## src/common/tap_pkg.sv

```systemverilog
// Shared constants and types for the test access port and debug event block.
// Assumes a single system clock that oversamples the test clock pin.
package tap_pkg;

  // ==========================================================================
  // Test controller states (standard sixteen-state sequence).
  typedef enum logic [3:0]
  {
    ST_RESET = 4'h0,
    ST_IDLE = 4'h1,
    ST_SEL_DR = 4'h2,
    ST_CAP_DR = 4'h3,
    ST_SHIFT_DR = 4'h4,
    ST_EXIT1_DR = 4'h5,
    ST_PAUSE_DR = 4'h6,
    ST_EXIT2_DR = 4'h7,
    ST_UPD_DR = 4'h8,
    ST_SEL_IR = 4'h9,
    ST_CAP_IR = 4'ha,
    ST_SHIFT_IR = 4'hb,
    ST_EXIT1_IR = 4'hc,
    ST_PAUSE_IR = 4'hd,
    ST_EXIT2_IR = 4'he,
    ST_UPD_IR = 4'hf
  } tap_state_t;

  // ==========================================================================
  // Instruction register layout and codes.
  localparam int IR_WIDTH = 4;
  localparam logic [3:0] IR_CAPTURE = 4'h1;
  localparam logic [3:0] IR_BYPASS = 4'hf;
  localparam logic [3:0] IR_IDCODE = 4'h2;
  localparam logic [3:0] IR_DEBUG_REQ = 4'h8;

  // Identification word; the value is arbitrary, bit 0 set as required.
  localparam logic [31:0] IDCODE_VALUE = 32'h0000_1001;

  // Number of system clocks across the two-stage pin synchronisers.
  localparam int SYNC_STAGES = 2;

  // Reset values of outputs.
  localparam logic TDO_RESET = 1'b0;
  localparam logic TDO_OE_N_RESET = 1'b1;

endpackage

```

## src/rtl/jtag_debug_event_port.sv

```systemverilog
// Test access port controller with debug event lines for a multi-core part.
// Assumes CLK runs well above the test clock; test clock, mode select,
// data in and the test reset arrive from pins and are oversampled.
//
// Operation
// - Test data in is captured on test clock rising edges in shift-IR and shift-DR.
// - Test data out is driven only in shift-IR or shift-DR, else released.
// - Test data out changes only on falling test clock edges or on test reset.
// - The controller steps on rising test clock edges by mode select.
// - Test reset forces the controller to reset with no test clock edge.
// - A debug request puts the processor cores into debug mode.
// - Debug status is the OR of all per-core debug states.
// - All core emulation modules share one request and one status line.
// - The port offers the standard five-signal boundary-scan set.
`timescale 1ns/10ps
module jtag_debug_event_port
  import tap_pkg::*;
#(
  parameter int NUM_CORES = 4
)
(
  // System clock and reset
  input wire logic CLK,
  input wire logic RST,
  // Test access port pins
  input wire logic TCK,
  input wire logic TMS,
  input wire logic TDI,
  input wire logic TRST,
  output logic TDO,
  output logic TDO_OE_N,
  // Debug event pins
  input wire logic DEBUG_REQUEST_IN,
  output logic DEBUG_STATUS_OUT,
  // Core emulation module side
  input wire logic [NUM_CORES-1:0] CORE_IN_DEBUG,
  output logic [NUM_CORES-1:0] CORE_DEBUG_ENTER
);

  initial
  begin
    if (NUM_CORES < 1 || NUM_CORES > 32)
      $error("jtag_debug_event_port: NUM_CORES must be 1 to 32");
  end

  // ==========================================================================
  // Pin synchronisers.
  logic [4:0] pin_raw;
  logic [4:0] pin_s;
  logic tck_s;
  logic tms_s;
  logic tdi_s;
  logic trst_s;
  logic dbg_req_s;

  assign pin_raw = {DEBUG_REQUEST_IN, TRST, TDI, TMS, TCK};

  pin_sync #(
    .WIDTH(5)
  ) u_sync (
    .CLK(CLK),
    .RST(RST),
    .async_in(pin_raw),
    .sync_out(pin_s)
  );

  assign tck_s = pin_s[0];
  assign tms_s = pin_s[1];
  assign tdi_s = pin_s[2];
  assign trst_s = pin_s[3];
  assign dbg_req_s = pin_s[4];

  // ==========================================================================
  // Test clock edge detection.
  logic tck_q;
  logic tck_rise;
  logic tck_fall;

  always_ff @(posedge CLK or posedge RST)
  begin
    if (RST)
      tck_q <= 1'b0;
    else
      tck_q <= tck_s;
  end

  assign tck_rise = tck_s & ~tck_q;
  assign tck_fall = ~tck_s & tck_q;

  // ==========================================================================
  // Controller state machine.
  // The test reset is a pin level, so it is synchronised and then acts at
  // once on the next system clock, independent of any test clock edge.
  tap_state_t state_q;
  tap_state_t state_d;

  always_comb
  begin
    state_d = state_q;
    case (state_q)
      ST_RESET: state_d = tms_s ? ST_RESET : ST_IDLE;
      ST_IDLE: state_d = tms_s ? ST_SEL_DR : ST_IDLE;
      ST_SEL_DR: state_d = tms_s ? ST_SEL_IR : ST_CAP_DR;
      ST_CAP_DR: state_d = tms_s ? ST_EXIT1_DR : ST_SHIFT_DR;
      ST_SHIFT_DR: state_d = tms_s ? ST_EXIT1_DR : ST_SHIFT_DR;
      ST_EXIT1_DR: state_d = tms_s ? ST_UPD_DR : ST_PAUSE_DR;
      ST_PAUSE_DR: state_d = tms_s ? ST_EXIT2_DR : ST_PAUSE_DR;
      ST_EXIT2_DR: state_d = tms_s ? ST_UPD_DR : ST_SHIFT_DR;
      ST_UPD_DR: state_d = tms_s ? ST_SEL_DR : ST_IDLE;
      ST_SEL_IR: state_d = tms_s ? ST_RESET : ST_CAP_IR;
      ST_CAP_IR: state_d = tms_s ? ST_EXIT1_IR : ST_SHIFT_IR;
      ST_SHIFT_IR: state_d = tms_s ? ST_EXIT1_IR : ST_SHIFT_IR;
      ST_EXIT1_IR: state_d = tms_s ? ST_UPD_IR : ST_PAUSE_IR;
      ST_PAUSE_IR: state_d = tms_s ? ST_EXIT2_IR : ST_PAUSE_IR;
      ST_EXIT2_IR: state_d = tms_s ? ST_UPD_IR : ST_SHIFT_IR;
      ST_UPD_IR: state_d = tms_s ? ST_SEL_DR : ST_IDLE;
      default: state_d = ST_RESET;
    endcase
  end

  always_ff @(posedge CLK or posedge RST)
  begin
    if (RST)
      state_q <= ST_RESET;
    else if (trst_s)
      state_q <= ST_RESET;
    else if (tck_rise)
      state_q <= state_d;
  end

  // ==========================================================================
  // Instruction and data registers.
  logic [IR_WIDTH-1:0] ir_shift_q;
  logic [IR_WIDTH-1:0] ir_q;
  logic bypass_q;
  logic [31:0] id_shift_q;
  logic debug_req_reg_q;
  logic shift_out;
  logic shifting;

  always_ff @(posedge CLK or posedge RST)
  begin
    if (RST)
    begin
      ir_shift_q <= '0;
      ir_q <= IR_IDCODE;
    end
    else if (trst_s || state_q == ST_RESET)
    begin
      ir_shift_q <= '0;
      ir_q <= IR_IDCODE;
    end
    else if (tck_rise)
    begin
      case (state_q)
        ST_CAP_IR: ir_shift_q <= IR_CAPTURE;
        ST_SHIFT_IR: ir_shift_q <= {tdi_s, ir_shift_q[IR_WIDTH-1:1]};
        ST_UPD_IR: ir_q <= ir_shift_q;
        default: ir_shift_q <= ir_shift_q;
      endcase
    end
  end

  always_ff @(posedge CLK or posedge RST)
  begin
    if (RST)
    begin
      bypass_q <= 1'b0;
      id_shift_q <= '0;
    end
    else if (tck_rise && state_q == ST_CAP_DR)
    begin
      bypass_q <= 1'b0;
      id_shift_q <= (ir_q == IR_IDCODE) ? IDCODE_VALUE
                    : {31'h0, debug_req_reg_q};
    end
    else if (tck_rise && state_q == ST_SHIFT_DR)
    begin
      bypass_q <= tdi_s;
      if (ir_q == IR_IDCODE)
        id_shift_q <= {tdi_s, id_shift_q[31:1]};
      else if (ir_q == IR_DEBUG_REQ)
        id_shift_q <= {31'h0, tdi_s};
    end
  end

  // A one-bit data register lets the tester request debug entry too.
  always_ff @(posedge CLK or posedge RST)
  begin
    if (RST)
      debug_req_reg_q <= 1'b0;
    else if (trst_s || state_q == ST_RESET)
      debug_req_reg_q <= 1'b0;
    else if (tck_rise && state_q == ST_UPD_DR && ir_q == IR_DEBUG_REQ)
      debug_req_reg_q <= id_shift_q[0];
  end

  always_comb
  begin
    if (state_q == ST_SHIFT_IR)
      shift_out = ir_shift_q[0];
    else if (ir_q == IR_IDCODE || ir_q == IR_DEBUG_REQ)
      shift_out = id_shift_q[0];
    else
      shift_out = bypass_q;
  end

  assign shifting = state_q == ST_SHIFT_IR || state_q == ST_SHIFT_DR;

  // ==========================================================================
  // Serial output, updated on falling test clock edges and cleared by test reset.
  always_ff @(posedge CLK or posedge RST)
  begin
    if (RST)
    begin
      TDO <= TDO_RESET;
      TDO_OE_N <= TDO_OE_N_RESET;
    end
    else if (trst_s)
    begin
      TDO <= TDO_RESET;
      TDO_OE_N <= TDO_OE_N_RESET;
    end
    else if (tck_fall)
    begin
      // A released line rests low, so no stale bit lingers behind it.
      TDO <= shifting ? shift_out : TDO_RESET;
      TDO_OE_N <= ~shifting;
    end
  end

  // ==========================================================================
  // Debug event lines, one pair shared by every core.
  always_ff @(posedge CLK or posedge RST)
  begin
    if (RST)
    begin
      CORE_DEBUG_ENTER <= '0;
      DEBUG_STATUS_OUT <= 1'b0;
    end
    else
    begin
      CORE_DEBUG_ENTER <=
        {NUM_CORES{dbg_req_s | debug_req_reg_q}};
      DEBUG_STATUS_OUT <= |CORE_IN_DEBUG;
    end
  end

endmodule

```

## src/rtl/pin_sync.sv

```systemverilog
// Two-flop synchroniser for a bundle of pin levels.
// Assumes the inputs are asynchronous to CLK; the first stage feeds only the
// second.
`timescale 1ns/10ps
module pin_sync
  import tap_pkg::*;
#(
  parameter int WIDTH = 4
)
(
  // Clock and reset
  input wire logic CLK,
  input wire logic RST,
  // Levels
  input wire logic [WIDTH-1:0] async_in,
  output logic [WIDTH-1:0] sync_out
);

  logic [WIDTH-1:0] meta_q;

  initial
  begin
    if (WIDTH < 1)
      $error("pin_sync: WIDTH must be at least 1");
  end

  always_ff @(posedge CLK or posedge RST)
  begin
    if (RST)
    begin
      meta_q <= '0;
      sync_out <= '0;
    end
    else
    begin
      meta_q <= async_in;
      sync_out <= meta_q;
    end
  end

endmodule

```

## config.mk

```make
export PLATFORM = sky130hd
export DESIGN_NAME = jtag_debug_event_port
export DESIGN_NICKNAME = d
export VERILOG_FILES = /design/src/common/tap_pkg.sv /design/src/rtl/jtag_debug_event_port.sv /design/src/rtl/pin_sync.sv
export SDC_FILE = /design/constraint.sdc
export NUM_CORES = 1
export LEC_CHECK = 0
export BUFFER_PORTS_ARGS = -buffer_cell sky130_fd_sc_hd__buf_4
export CAP_MARGIN = 20
export CORE_ASPECT_RATIO = 0.8
export CORE_UTILIZATION = 60
export CTS_BUF_LIST = sky130_fd_sc_hd__clkbuf_2 sky130_fd_sc_hd__clkbuf_4 sky130_fd_sc_hd__clkbuf_8
export CTS_CLUSTER_DIAMETER = 30
export DETAILED_ROUTE_END_ITERATION = 8
export HOLD_SLACK_MARGIN = 0.1
export PLACE_DENSITY = 0.77
export SKIP_LAST_GASP = 1
export SYNTH_ARGS = -nofsm -noshare
export SYNTH_HDL_FRONTEND = slang
export SYNTH_SLANG_ARGS = --single-unit
```

## constraint.sdc

```tcl
create_clock -name CLK -period 6 [get_ports CLK]
set_input_delay 1.2 -clock CLK [delete_from_list [all_inputs] [get_ports CLK]]
set_output_delay 1.2 -clock CLK [all_outputs]
set_load 0.02 [all_outputs]
```

==> results of run 1 <==
## routing by layer
metal	share of wire, %	wire length, um	GRT usage [%]	vias to the layer above
li1	-	-	-	948
met1	50	2451	32.54	885
met2	42	2049	30.77	51
met3	5.1	250	7.429	14
met4	2.2	107	10.45	0
met5	0	0	0	-
## path summary, 6_finish.rpt
check / depth (start not counted) / to / startpoint / slack (ns)
setup / recovery: 5 / id_shift_q[12] / state_q[2] / 3.74
min in group asynchronous: 3 / u_sync.meta_q[3] / RST / 1.06
hold / removal: 0 / u_sync.sync_out[2] / u_sync.meta_q[2] / 0.35
max in group asynchronous: 3 / id_shift_q[7] / RST / 4.44
setup reg to reg: 5 / id_shift_q[12] / state_q[2] / 3.74
hold reg to reg: 0 / u_sync.sync_out[2] / u_sync.meta_q[2] / 0.35
## final cells by class
| type | count | share of cell area (%) |
|---|---|---|
| sequential | 61 | 48.11 |
| timing repair buffer | 20 | 4.961 |
| clock buffer | 11 | 4.764 |
| inverter | 37 | 4.370 |
| multi-input combinational | 158 | 34.37 |
| clock inverter | 5 | 1.063 |
| tap | 60 | 2.362 |
## flip-flops by register name, indices dropped and copies added (netlist names)
signal and cells:
ir_shift_q 4, u_sync.meta_q 5, bypass_q 1, state_q 4, CORE_DEBUG_ENTER 1, debug_req_reg_q 1
DEBUG_STATUS_OUT 1, id_shift_q 32, TDO_OE_N 1, TDO 1, u_sync.sync_out 5, ir_q 4
tck_q 1
## cell usage after synthesis, types with 2 or more instances
master	instances	share of area, %
a22oi_1	2	0.52
dfrtp_1	59	51
nand3b_1	2	0.52
or3_1	2	0.43
a21oi_1	6	1.0
nand3_1	4	0.69
a211o_1	3	0.91
nand4_1	3	0.65
dfstp_2	2	1.8
nor2_1	16	2.1
buf_6	3	1.2
or2_2	2	0.43
o211ai_1	4	1.0
nor2b_1	5	1.1
mux2i_1	37	13
buf_4	3	0.78
a31oi_1	2	0.43
buf_1	2	0.26
mux2_2	2	0.78
inv_1	37	4.8
nand2_1	34	4.4
o21ai_0	3	0.52
and3b_1	2	0.61
nand2b_1	4	0.87
buf_2	11	1.9
clkbuf_1	3	0.39
a311oi_1	3	0.91
## logic make-up (layout without fill, tap and decap cells)
group                  count (synthesis)  count (layout)  synth area share [%]
AO/OA/AOI/OAI                         34              34                 8.702
XOR/XNOR                               2               2                0.6062
buffers and inverters                 59              73                 9.307
flip-flops                            61              61                 52.90
multiplexers                          39              39                 13.59
AND/OR/NAND/NOR                       83              83                 14.89
## power groups by stage
stage | Sequential [W] | Combinational [W] | Clock (W)
floorplan | 0.000428 | 0.0000239 | 0
global placement | 0.000432 | 0.0000308 | 0
detailed placement | 0.000432 | 0.0000312 | 0
CTS | 0.000424 | 0.0000313 | 0.000345
global route | 0.000425 | 0.0000350 | 0.000366
finish | 0.000424 | 0.0000306 | 0.000336
## layout by cell type, fill, tap and decap left out, types with 2 or more instances in the layout
| cell type | count |
|---|---|
| a211o_1 | 3 |
| o21ai_0 | 3 |
| nand4_1 | 3 |
| nand2b_1 | 4 |
| a21oi_1 | 6 |
| a311oi_1 | 3 |
| or2_2 | 2 |
| or3_1 | 2 |
| nand3_1 | 4 |
| a31oi_1 | 2 |
| a22oi_1 | 2 |
| clkinv_2 | 2 |
| clkinvlp_4 | 2 |
| dfstp_2 | 2 |
| o211ai_1 | 4 |
| dfrtp_1 | 59 |
| and3b_1 | 2 |
| nand2_1 | 34 |
| mux2_2 | 2 |
| buf_4 | 19 |
| clkbuf_8 | 11 |
| nor2_1 | 16 |
| nand3b_1 | 2 |
| nor2b_1 | 5 |
| mux2i_1 | 37 |
| inv_1 | 36 |
## stage by stage
| step | total power, W | hold slack [ns] | worst slack [ns] | cell area [um2] |
|---|---|---|---|---|
| floorplan | 0.0004517 | 0.3312 | 3.290 | 2890 |
| global placement | 0.0004623 | 0.3323 | 3.757 | 2978 |
| detailed placement | 0.0004628 | 0.3365 | 3.670 | 2978 |
| CTS | 0.0008002 | 0.3518 | 3.688 | 3163 |
| global route | 0.0008258 | 0.3544 | 3.599 | 3178 |
| finish | 0.0007904 | 0.3488 | 3.740 | 3178 |
==> results.sh, run 1 <==
export IMPL_status="complete, no violations"
export IMPL_synth_warnings=0
export IMPL_relSlewSlack_pct=50.62
export IMPL_path_max_fanout=32
export IMPL_clk_path_buf_depth=2
export IMPL_start_kind="register"
export IMPL_tightest_slew_ns=0.7408
export IMPL_synth_edf_count=0
export IMPL_p_leak_nw=1.340
export IMPL_ir_drop_v=0.0001722
export IMPL_slew_violations=0
export IMPL_syn_num_nets=289
export IMPL_layout_min_cycle_time_ns=2.260
export IMPL_comb_power_share_pct=3.9
export IMPL_row_count=22
export IMPL_floorplan_initialDensity_pct=62.87
export IMPL_antenna_found_initial=0
export IMPL_ys_seq_area_share_pct=52.90
export IMPL_p_per_area_nw_per_um2=248.7
export IMPL_avgSynthCellArea_um2=10.40
export IMPL_clk_latency_ns=0.35
export IMPL_hold_buffers=0
export IMPL_seq_power_share_pct=53.6
export IMPL_vias_per_cell=5.392
export IMPL_synthesis_instances=278
export IMPL_path_buf_inv=1
export IMPL_fmax_mhz=442.4
export IMPL_dieArea_um2=5100
export IMPL_core_area_um2=4597
export IMPL_netlist_area_um2=2890
export IMPL_crit_type="register to register"
export IMPL_grt_total_usage_pct=22.61
export IMPL_finalHoldViolations=0
export IMPL_cp_arrival_ns=2.49
export IMPL_cts_root_buf="clkbuf_8"
export IMPL_utilization_pct=69.13
export IMPL_syn_to_final_growth_pct=9.957
export IMPL_grt_ovfl_total=0
export IMPL_p_sw_w=0.0001894
export IMPL_cts_tree="yes"
export IMPL_cp_required_ns=6.23
export IMPL_slowest_stage="dfrtp_1"
export IMPL_power_internal_w=0.0006010
export IMPL_ys_ff_latch=61
export IMPL_tns_ns=0
export IMPL_netSwitchingFraction_pct=23.97
export IMPL_wl_per_cell_um=13.80
export IMPL_io_buffers=17
export IMPL_drtPass1Iterations=4
export IMPL_async_flop_share_pct=100.0
export IMPL_cts_resized=0
export IMPL_rsz0062_at_grt="false"
export IMPL_regArea_um2=1529
export IMPL_grt_pass1_wl_mm=8.521
export IMPL_fin_crit_sh_pct=37.67
export IMPL_multi_input_comb_area_um2=1092
export IMPL_crit_chain="nor3b_2 -> a31oi_1 -> nor3_4 -> buf_4 -> mux2_2"
export IMPL_io_pins=18
export IMPL_htree_levels=3
export IMPL_cts_made_buffers=9
export IMPL_drive_above_1_share_pct=16.10
export IMPL_synth_main_ff_cell="dfrtp_1"
export IMPL_worstSetupEndpointType="register"
export IMPL_die_h_um=64.08
export IMPL_antenna_left=0
export IMPL_fill_cells=349
export IMPL_remaining_drc_errors=0
export IMPL_gp_congestion=0.8640
export IMPL_setup_viol=0
export IMPL_dr_total_vias=1898
export IMPL_final_cells=352
export IMPL_clock_skew_final_ns=0.008980
export IMPL_maxCapViolCount=0
export IMPL_nets=298
export IMPL_drt_wl_total_mm=4.858
export IMPL_drt_initial_drc_count=155
export IMPL_grt_pass1_vias=1828
export IMPL_p_clk_share_pct=42.5
export IMPL_cts_sinks=61
export IMPL_hp_class="register to register"
export IMPL_die_x_um=79.60
export IMPL_critical_path_top_delay_family="flip-flops"
export IMPL_cpPeakStageDelay_ns=0.68
export IMPL_postCtsSetupBuffers=0
export IMPL_place_hpwl_mm=3.098
export IMPL_clk_pin_slew_ns=0.07
export IMPL_dp_cells=335
export IMPL_antennaDiodeCount=0
export IMPL_synth_cell_types=49
export IMPL_grt_start_max_net_pins=62
Power figures use the tool's default switching activity.
==> run 2, diff against run 1 <==
--- a/config.mk
+++ b/config.mk
@@ -5,15 +5,16 @@
 export SDC_FILE = /design/constraint.sdc
 export NUM_CORES = 1
 export LEC_CHECK = 0
+export ABC_AREA = 1
 export BUFFER_PORTS_ARGS = -buffer_cell sky130_fd_sc_hd__buf_4
 export CAP_MARGIN = 20
 export CORE_ASPECT_RATIO = 0.8
-export CORE_UTILIZATION = 60
+export CORE_UTILIZATION = 56
 export CTS_BUF_LIST = sky130_fd_sc_hd__clkbuf_2 sky130_fd_sc_hd__clkbuf_4 sky130_fd_sc_hd__clkbuf_8
 export CTS_CLUSTER_DIAMETER = 30
 export DETAILED_ROUTE_END_ITERATION = 8
 export HOLD_SLACK_MARGIN = 0.1
-export PLACE_DENSITY = 0.77
+export PLACE_DENSITY = 0.75
 export SKIP_LAST_GASP = 1
 export SYNTH_ARGS = -nofsm -noshare
 export SYNTH_HDL_FRONTEND = slang
==> constraint.sdc (replaced) <==
create_clock -name CLK -period 1.9 [get_ports CLK]
set_input_delay 0.38 -clock CLK [delete_from_list [all_inputs] [get_ports CLK]]
set_output_delay 0.38 -clock CLK [all_outputs]
set_load 0.02 [all_outputs]
==> results.sh, run 2 <==
export IMPL_setup_viol=0
export IMPL_relSlewSlack_pct=65.89
export IMPL_clk_latency_ns=0.34
export IMPL_io_pins=18
export IMPL_antenna_found_initial=0
export IMPL_layout_commonest_cell="nand2_1"
export IMPL_remaining_drc_errors=0
export IMPL_cp_arrival_ns=1.93
export IMPL_regArea_um2=1529
export IMPL_clk_pin_slew_ns=0.07
export IMPL_grt_ovfl_total=0
export IMPL_p_per_area_nw_per_um2=841.2
export IMPL_async_flop_share_pct=100.0
export IMPL_synth_main_ff_cell="dfrtp_1"
export IMPL_synthesis_instances=317
export IMPL_grt_total_usage_pct=23.66
export IMPL_tns_ns=0
export IMPL_start_kind="register"
export IMPL_cts_made_buffers=9
export IMPL_wl_per_cell_um=13.39
export IMPL_gp_congestion=0.9169
export IMPL_dieArea_um2=5434
export IMPL_grt_pass1_vias=1966
export IMPL_antenna_left=0
export IMPL_avgSynthCellArea_um2=9.082
export IMPL_crit_type="register to register"
export IMPL_clk_path_buf_depth=2
export IMPL_maxCapViolCount=0
export IMPL_drt_wl_total_mm=5.355
export IMPL_floorplan_initialDensity_pct=60.46
export IMPL_fin_crit_sh_pct=89.39
export IMPL_ys_ff_latch=61
export IMPL_synth_most_common_cell="nand2_1"
export IMPL_syn_num_nets=328
export IMPL_layout_min_cycle_time_ns=1.698
export IMPL_die_h_um=66.13
export IMPL_largest_reg_flops=32
export IMPL_fill_cells=378
export IMPL_core_area_um2=4762
export IMPL_cts_sinks=61
export IMPL_fmax_mhz=588.8
export IMPL_worstSetupEndpointType="register"
export IMPL_cts_tree="yes"
export IMPL_ir_drop_v=0.0006495
export IMPL_drt_initial_drc_count=191
export IMPL_grt_start_max_net_pins=64
export IMPL_ys_top_cells_by_count="nand2_1 (81), dfrtp_1 (59), nand3_1 (40)"
export IMPL_drtPass1Iterations=4
export IMPL_row_count=22
export IMPL_cts_root_buf="clkbuf_8"
export IMPL_synth_area_top_cells="dfrtp_1 (51%), nand2_1 (11%), o21ai_2 (9.7%)"
export IMPL_place_hpwl_mm=3.451
export IMPL_netlist_area_um2=2879
export IMPL_utilization_pct=68.37
export IMPL_io_buffers=17
export IMPL_reg_top3="id_shift_q x32, u_sync.meta_q x5, u_sync.sync_out x5"
export IMPL_path_max_fanout=32
export IMPL_syn_to_final_growth_pct=13.08
export IMPL_mostFrequentLayoutCells="nand2_1 (81), dfrtp_1 (59), nand3_1 (40)"
export IMPL_ys_seq_area_share_pct=53.11
export IMPL_grt_pass1_wl_mm=9.232
export IMPL_cp_required_ns=2.14
export IMPL_nets=346
export IMPL_tightest_slew_ns=0.5109
export IMPL_yosys_area_top_type="dfrtp_1"
export IMPL_synth_warnings=0
export IMPL_slew_violations=0
export IMPL_finalHoldViolations=0
export IMPL_htree_levels=3
export IMPL_vias_per_cell=5.465
export IMPL_rsz0062_at_grt="false"
export IMPL_multi_input_comb_area_um2=1142
export IMPL_synth_top_area_share_pct=51.28
export IMPL_dr_total_vias=2186
export IMPL_p_leak_nw=1.500
export IMPL_drive_above_1_share_pct=25.88
export IMPL_die_x_um=82.17
export IMPL_synth_edf_count=0
export IMPL_cts_resized=0
export IMPL_antennaDiodeCount=0
export IMPL_reg2reg_slack_ns=0.20
export IMPL_hp_class="input port to register"
export IMPL_synth_cell_types=29
export IMPL_top_register="id_shift_q"
export IMPL_clock_skew_final_ns=0.006473
export IMPL_status="complete, no violations"
-- run 2: cell count changes after synthesis, moves of 4 or more --
cell      before  now
o21ai_0        3   12
nor2b_1        5    0
nor2_2         0    4
nand2_1       34   81
o21ai_2        0   32
nor2_1        16   21
nand3_1        4   40
inv_1         37   19
mux2i_1       37    0
inv_2          0    4
nand2b_1       4    0
buf_2         11    4
-- run 2: final cells by class --
class                      count  share of cell area, %
timing repair buffer          23                  6.149
sequential                    61                  46.96
clock buffer                   9                  3.805
multi-input combinational    217                  35.09
tap                           60                  2.306
clock inverter                 7                  3.036
inverter                      23                  2.652
-- run 2: worst paths after layout --
kind | start | endpoint | cells past startpoint
worst max register to register | state_q[3] | id_shift_q[0] | 8
worst min-delay path | TMS | u_sync.meta_q[1] | 1
max in group asynchronous | RST | ir_q[1] | 4
worst min register to register | u_sync.meta_q[3] | u_sync.sync_out[3] | 0
min in group asynchronous | RST | DEBUG_STATUS_OUT | 3
worst max-delay path | state_q[3] | id_shift_q[0] | 8
-- run 2: kinds of logic (layout without fill, tap and decap cells) --
kind of cell           Yosys count  after routing  synth area share, %
AND/OR/NAND/NOR                157            157                24.21
flip-flops                      61             61                53.11
AO/OA/AOI/OAI                   60             60                15.47
buffers and inverters           39             62                7.214
-- run 2: metrics by stage --
stage / cells / total power [W] / setup WS (ns) / hold WS (ns) / cell area (um2)
global route: 400 / 0.002832 / 0.06082 / 0.1198 / 3256
finish: 400 / 0.002739 / 0.2016 / 0.1398 / 3256
detailed placement: 383 / 0.001476 / 0.2089 / 0.2511 / 3023
global placement: 383 / 0.001474 / 0.2859 / 0.2441 / 3023
floorplan: 317 / 0.001426 / 0.01027 / 0.3312 / 2879
CTS: 400 / 0.002770 / 0.2039 / 0.1265 / 3256
-- run 2: what timing repair did --
item	CTS	global route
hold endpoints to repair	1	0
setup endpoints to repair	0	0
hold buffers	1	0
setup buffers	0	0
-- run 2: where the power goes --
group | internal (W) | switching (W)
clock network | 0.000744 | 0.000543
logic | 0.0000410 | 0.0000833
registers | 0.00132 | 0.0000125
total | 0.00210 | 0.000638
-- run 2: critical path, stage by stage, from the launching register on --
cell	delay (ns)
dfrtp_1	0.46
nor2_2	0.27
nand2_4	0.11
nor2_1	0.19
inv_2	0.26
nand2_1	0.14
nand2_1	0.05
nand3_1	0.06
nand2_1	0.05
-- run 2: per-layer routing --
metal  global-route usage (%)  wire length [um]  vias up
li1                         -                 -     1083
met1                    34.25              2693     1045
met4                    11.18                58        0
met2                    32.54              2342       54
met3                    6.621               260        4
met5                        0                 0        -
==> run 3, diff against run 2 <==
--- a/config.mk
+++ b/config.mk
@@ -8,7 +8,7 @@
 export ABC_AREA = 1
 export BUFFER_PORTS_ARGS = -buffer_cell sky130_fd_sc_hd__buf_4
 export CAP_MARGIN = 20
-export CORE_ASPECT_RATIO = 0.8
+export CORE_ASPECT_RATIO = 1.1
 export CORE_UTILIZATION = 56
 export CTS_BUF_LIST = sky130_fd_sc_hd__clkbuf_2 sky130_fd_sc_hd__clkbuf_4 sky130_fd_sc_hd__clkbuf_8
 export CTS_CLUSTER_DIAMETER = 30
==> results.sh, run 3 (synthesis gave the netlist of run 2 again) <==
export IMPL_status="complete, no violations"
export IMPL_row_count=27
export IMPL_grt_ovfl_total=0
export IMPL_crit_chain="nor2_2 -> nand2_4 -> nor2_1 -> inv_2 -> nand2_1 -> nand2_1 -> nand3_1 -> nand2_1"
export IMPL_cts_resized=0
export IMPL_r2r_end="id_shift_q[0]"
export IMPL_fin_crit_sh_pct=87.12
export IMPL_p_leak_nw=1.509
export IMPL_fmax_mhz=604.1
export IMPL_cpPeakStageDelay_ns=0.46
export IMPL_die_x_um=70.37
export IMPL_start_kind="register"
export IMPL_grt_pass1_wl_mm=8.687
export IMPL_mostFrequentLayoutCells="nand2_1 (81), dfrtp_1 (59), nand3_1 (40)"
export IMPL_htree_levels=3
export IMPL_clk_path_buf_depth=2
export IMPL_drive_above_1_share_pct=26.32
export IMPL_slew_violations=0
export IMPL_final_cells=400
export IMPL_dr_total_vias=2124
export IMPL_antennaDiodeCount=0
export IMPL_place_area_um2=3035
export IMPL_whs_ns=0.1486
export IMPL_layout_min_cycle_time_ns=1.655
export IMPL_nets=348
export IMPL_wl_per_cell_um=12.57
export IMPL_place_hpwl_mm=3.351
export IMPL_relSlewSlack_pct=66.99
export IMPL_drt_wl_total_mm=5.027
export IMPL_pre_cts_ws_ns=0.2417
export IMPL_slowest_stage="dfrtp_1"
export IMPL_fill_cells=397
export IMPL_dp_cells=383
export IMPL_rsz0062_at_grt="false"
export IMPL_hold_path_endpoint="u_sync.meta_q[0]"
export IMPL_reg2reg_slack_ns=0.24
export IMPL_top_register="id_shift_q"
export IMPL_worstSetupEndpointType="register"
export IMPL_cpMostUsedCell="nand2_1"
export IMPL_reg_top3="id_shift_q x32, u_sync.meta_q x5, u_sync.sync_out x5"
export IMPL_cp_arrival_ns=1.89
export IMPL_clk_pin_slew_ns=0.07
export IMPL_whs_path_depth=1
export IMPL_largest_reg_flops=32
export IMPL_core_area_um2=4966
export IMPL_clock_skew_final_ns=0.009837
export IMPL_tns_ns=0
export IMPL_rr_worst_depth=8
export IMPL_tightest_slew_ns=0.4944
export IMPL_floorplan_initialDensity_pct=57.97
export IMPL_reg2reg_from="state_q[3]"
export IMPL_maxCapViolCount=0
export IMPL_cts_tree="yes"
export IMPL_grt_start_max_net_pins=64
export IMPL_cts_made_buffers=9
export IMPL_path_max_fanout=32
export IMPL_ir_drop_v=0.0007024
export IMPL_final_area_um2=3263
export IMPL_antenna_left=0
export IMPL_remaining_drc_errors=0
export IMPL_drt_initial_drc_count=251
export IMPL_min_delay_start="TCK"
export IMPL_drtPass1Iterations=4
export IMPL_syn_to_final_growth_pct=13.34
export IMPL_grt_pass1_vias=1934
export IMPL_grt_total_usage_pct=20.49
export IMPL_hp_class="input port to register"
export IMPL_finalHoldViolations=0
export IMPL_dieArea_um2=5432
export IMPL_fin_ws_ns=0.2447
export IMPL_die_h_um=77.20
export IMPL_cp_required_ns=2.13
export IMPL_layout_commonest_cell="nand2_1"
export IMPL_gp_congestion=0.9174
export IMPL_crit_type="register to register"
export IMPL_io_buffers=17
export IMPL_p_per_area_nw_per_um2=830.4
export IMPL_antenna_found_initial=0
export IMPL_cts_sinks=61
export IMPL_clk_latency_ns=0.34
export IMPL_vias_per_cell=5.310
export IMPL_cts_root_buf="clkbuf_8"
export IMPL_io_pins=18
export IMPL_setup_viol=0
-- run 3: cell count changes in the layout (fill, tap and decap cells not counted) --
cell      previous run  this run
clkbuf_4             0         1
clkinv_4             2         0
buf_4               20        22
clkinv_2             1         2
-- run 3: cell type report --
| type | count | area, um2 | area share, % |
|---|---|---|---|
| flip-flops and latches | 61 | 1529 | 46.86 |
| multi-input cells | 217 | 1142 | 35.01 |
| repair buffers | 25 | 215.2 | 6.595 |
| clock buffers | 10 | 131.4 | 4.026 |
| clock inverters | 6 | 86.33 | 2.646 |
| inverters | 23 | 86.33 | 2.646 |
| well taps | 58 | 72.57 | 2.224 |
-- run 3: per-stage QoR --
step | total power, W | utilization, %
after CTS | 0.002739 | 65.71
after floorplan | 0.001426 | -
after global routing | 0.002817 | 65.71
after global placement | 0.001477 | 61.12
after detailed placement | 0.001479 | 61.12
final | 0.002710 | 65.71
-- run 3: metal layers --
layer	wire, um	GRT usage, %	share of wire [%]
met5	0	0	0
met1	2448	29.05	49
met2	2329	29.33	46
met4	88	8.000	1.8
met3	160	6.439	3.2
-- run 3: power breakdown --
group / switching (W) / internal (W)
Clock: 0.000502 / 0.000753
Sequential: 0.0000123 / 0.00132
Combinational: 0.0000823 / 0.0000447
Total: 0.000597 / 0.00211
-- run 3: how the worst max path moves through the flow --
| stage | start | endpoint | slack (ns) | cells after the start |
|---|---|---|---|---|
| floorplan | RST | CORE_DEBUG_ENTER[0] | 0.01 | 1 |
| global placement | state_q[3] | id_shift_q[0] | 0.30 | 8 |
| detailed placement | state_q[3] | id_shift_q[0] | 0.24 | 8 |
| CTS | state_q[3] | id_shift_q[0] | 0.24 | 8 |
| global route | state_q[3] | id_shift_q[0] | 0.11 | 8 |
| finish | state_q[3] | id_shift_q[0] | 0.24 | 8 |
-- run 3: critical path: cells and delay by family (launching register included) --
kind,cells,cell delay [ns]
buffers and inverters,1,0.25
flip-flops,1,0.46
AND/OR/NAND/NOR,7,0.84
-- run 3: what timing repair did --
item,CTS,global route
hold buffers,1,0
endpoints found under the hold margin,20,0
buffers inserted,0,0
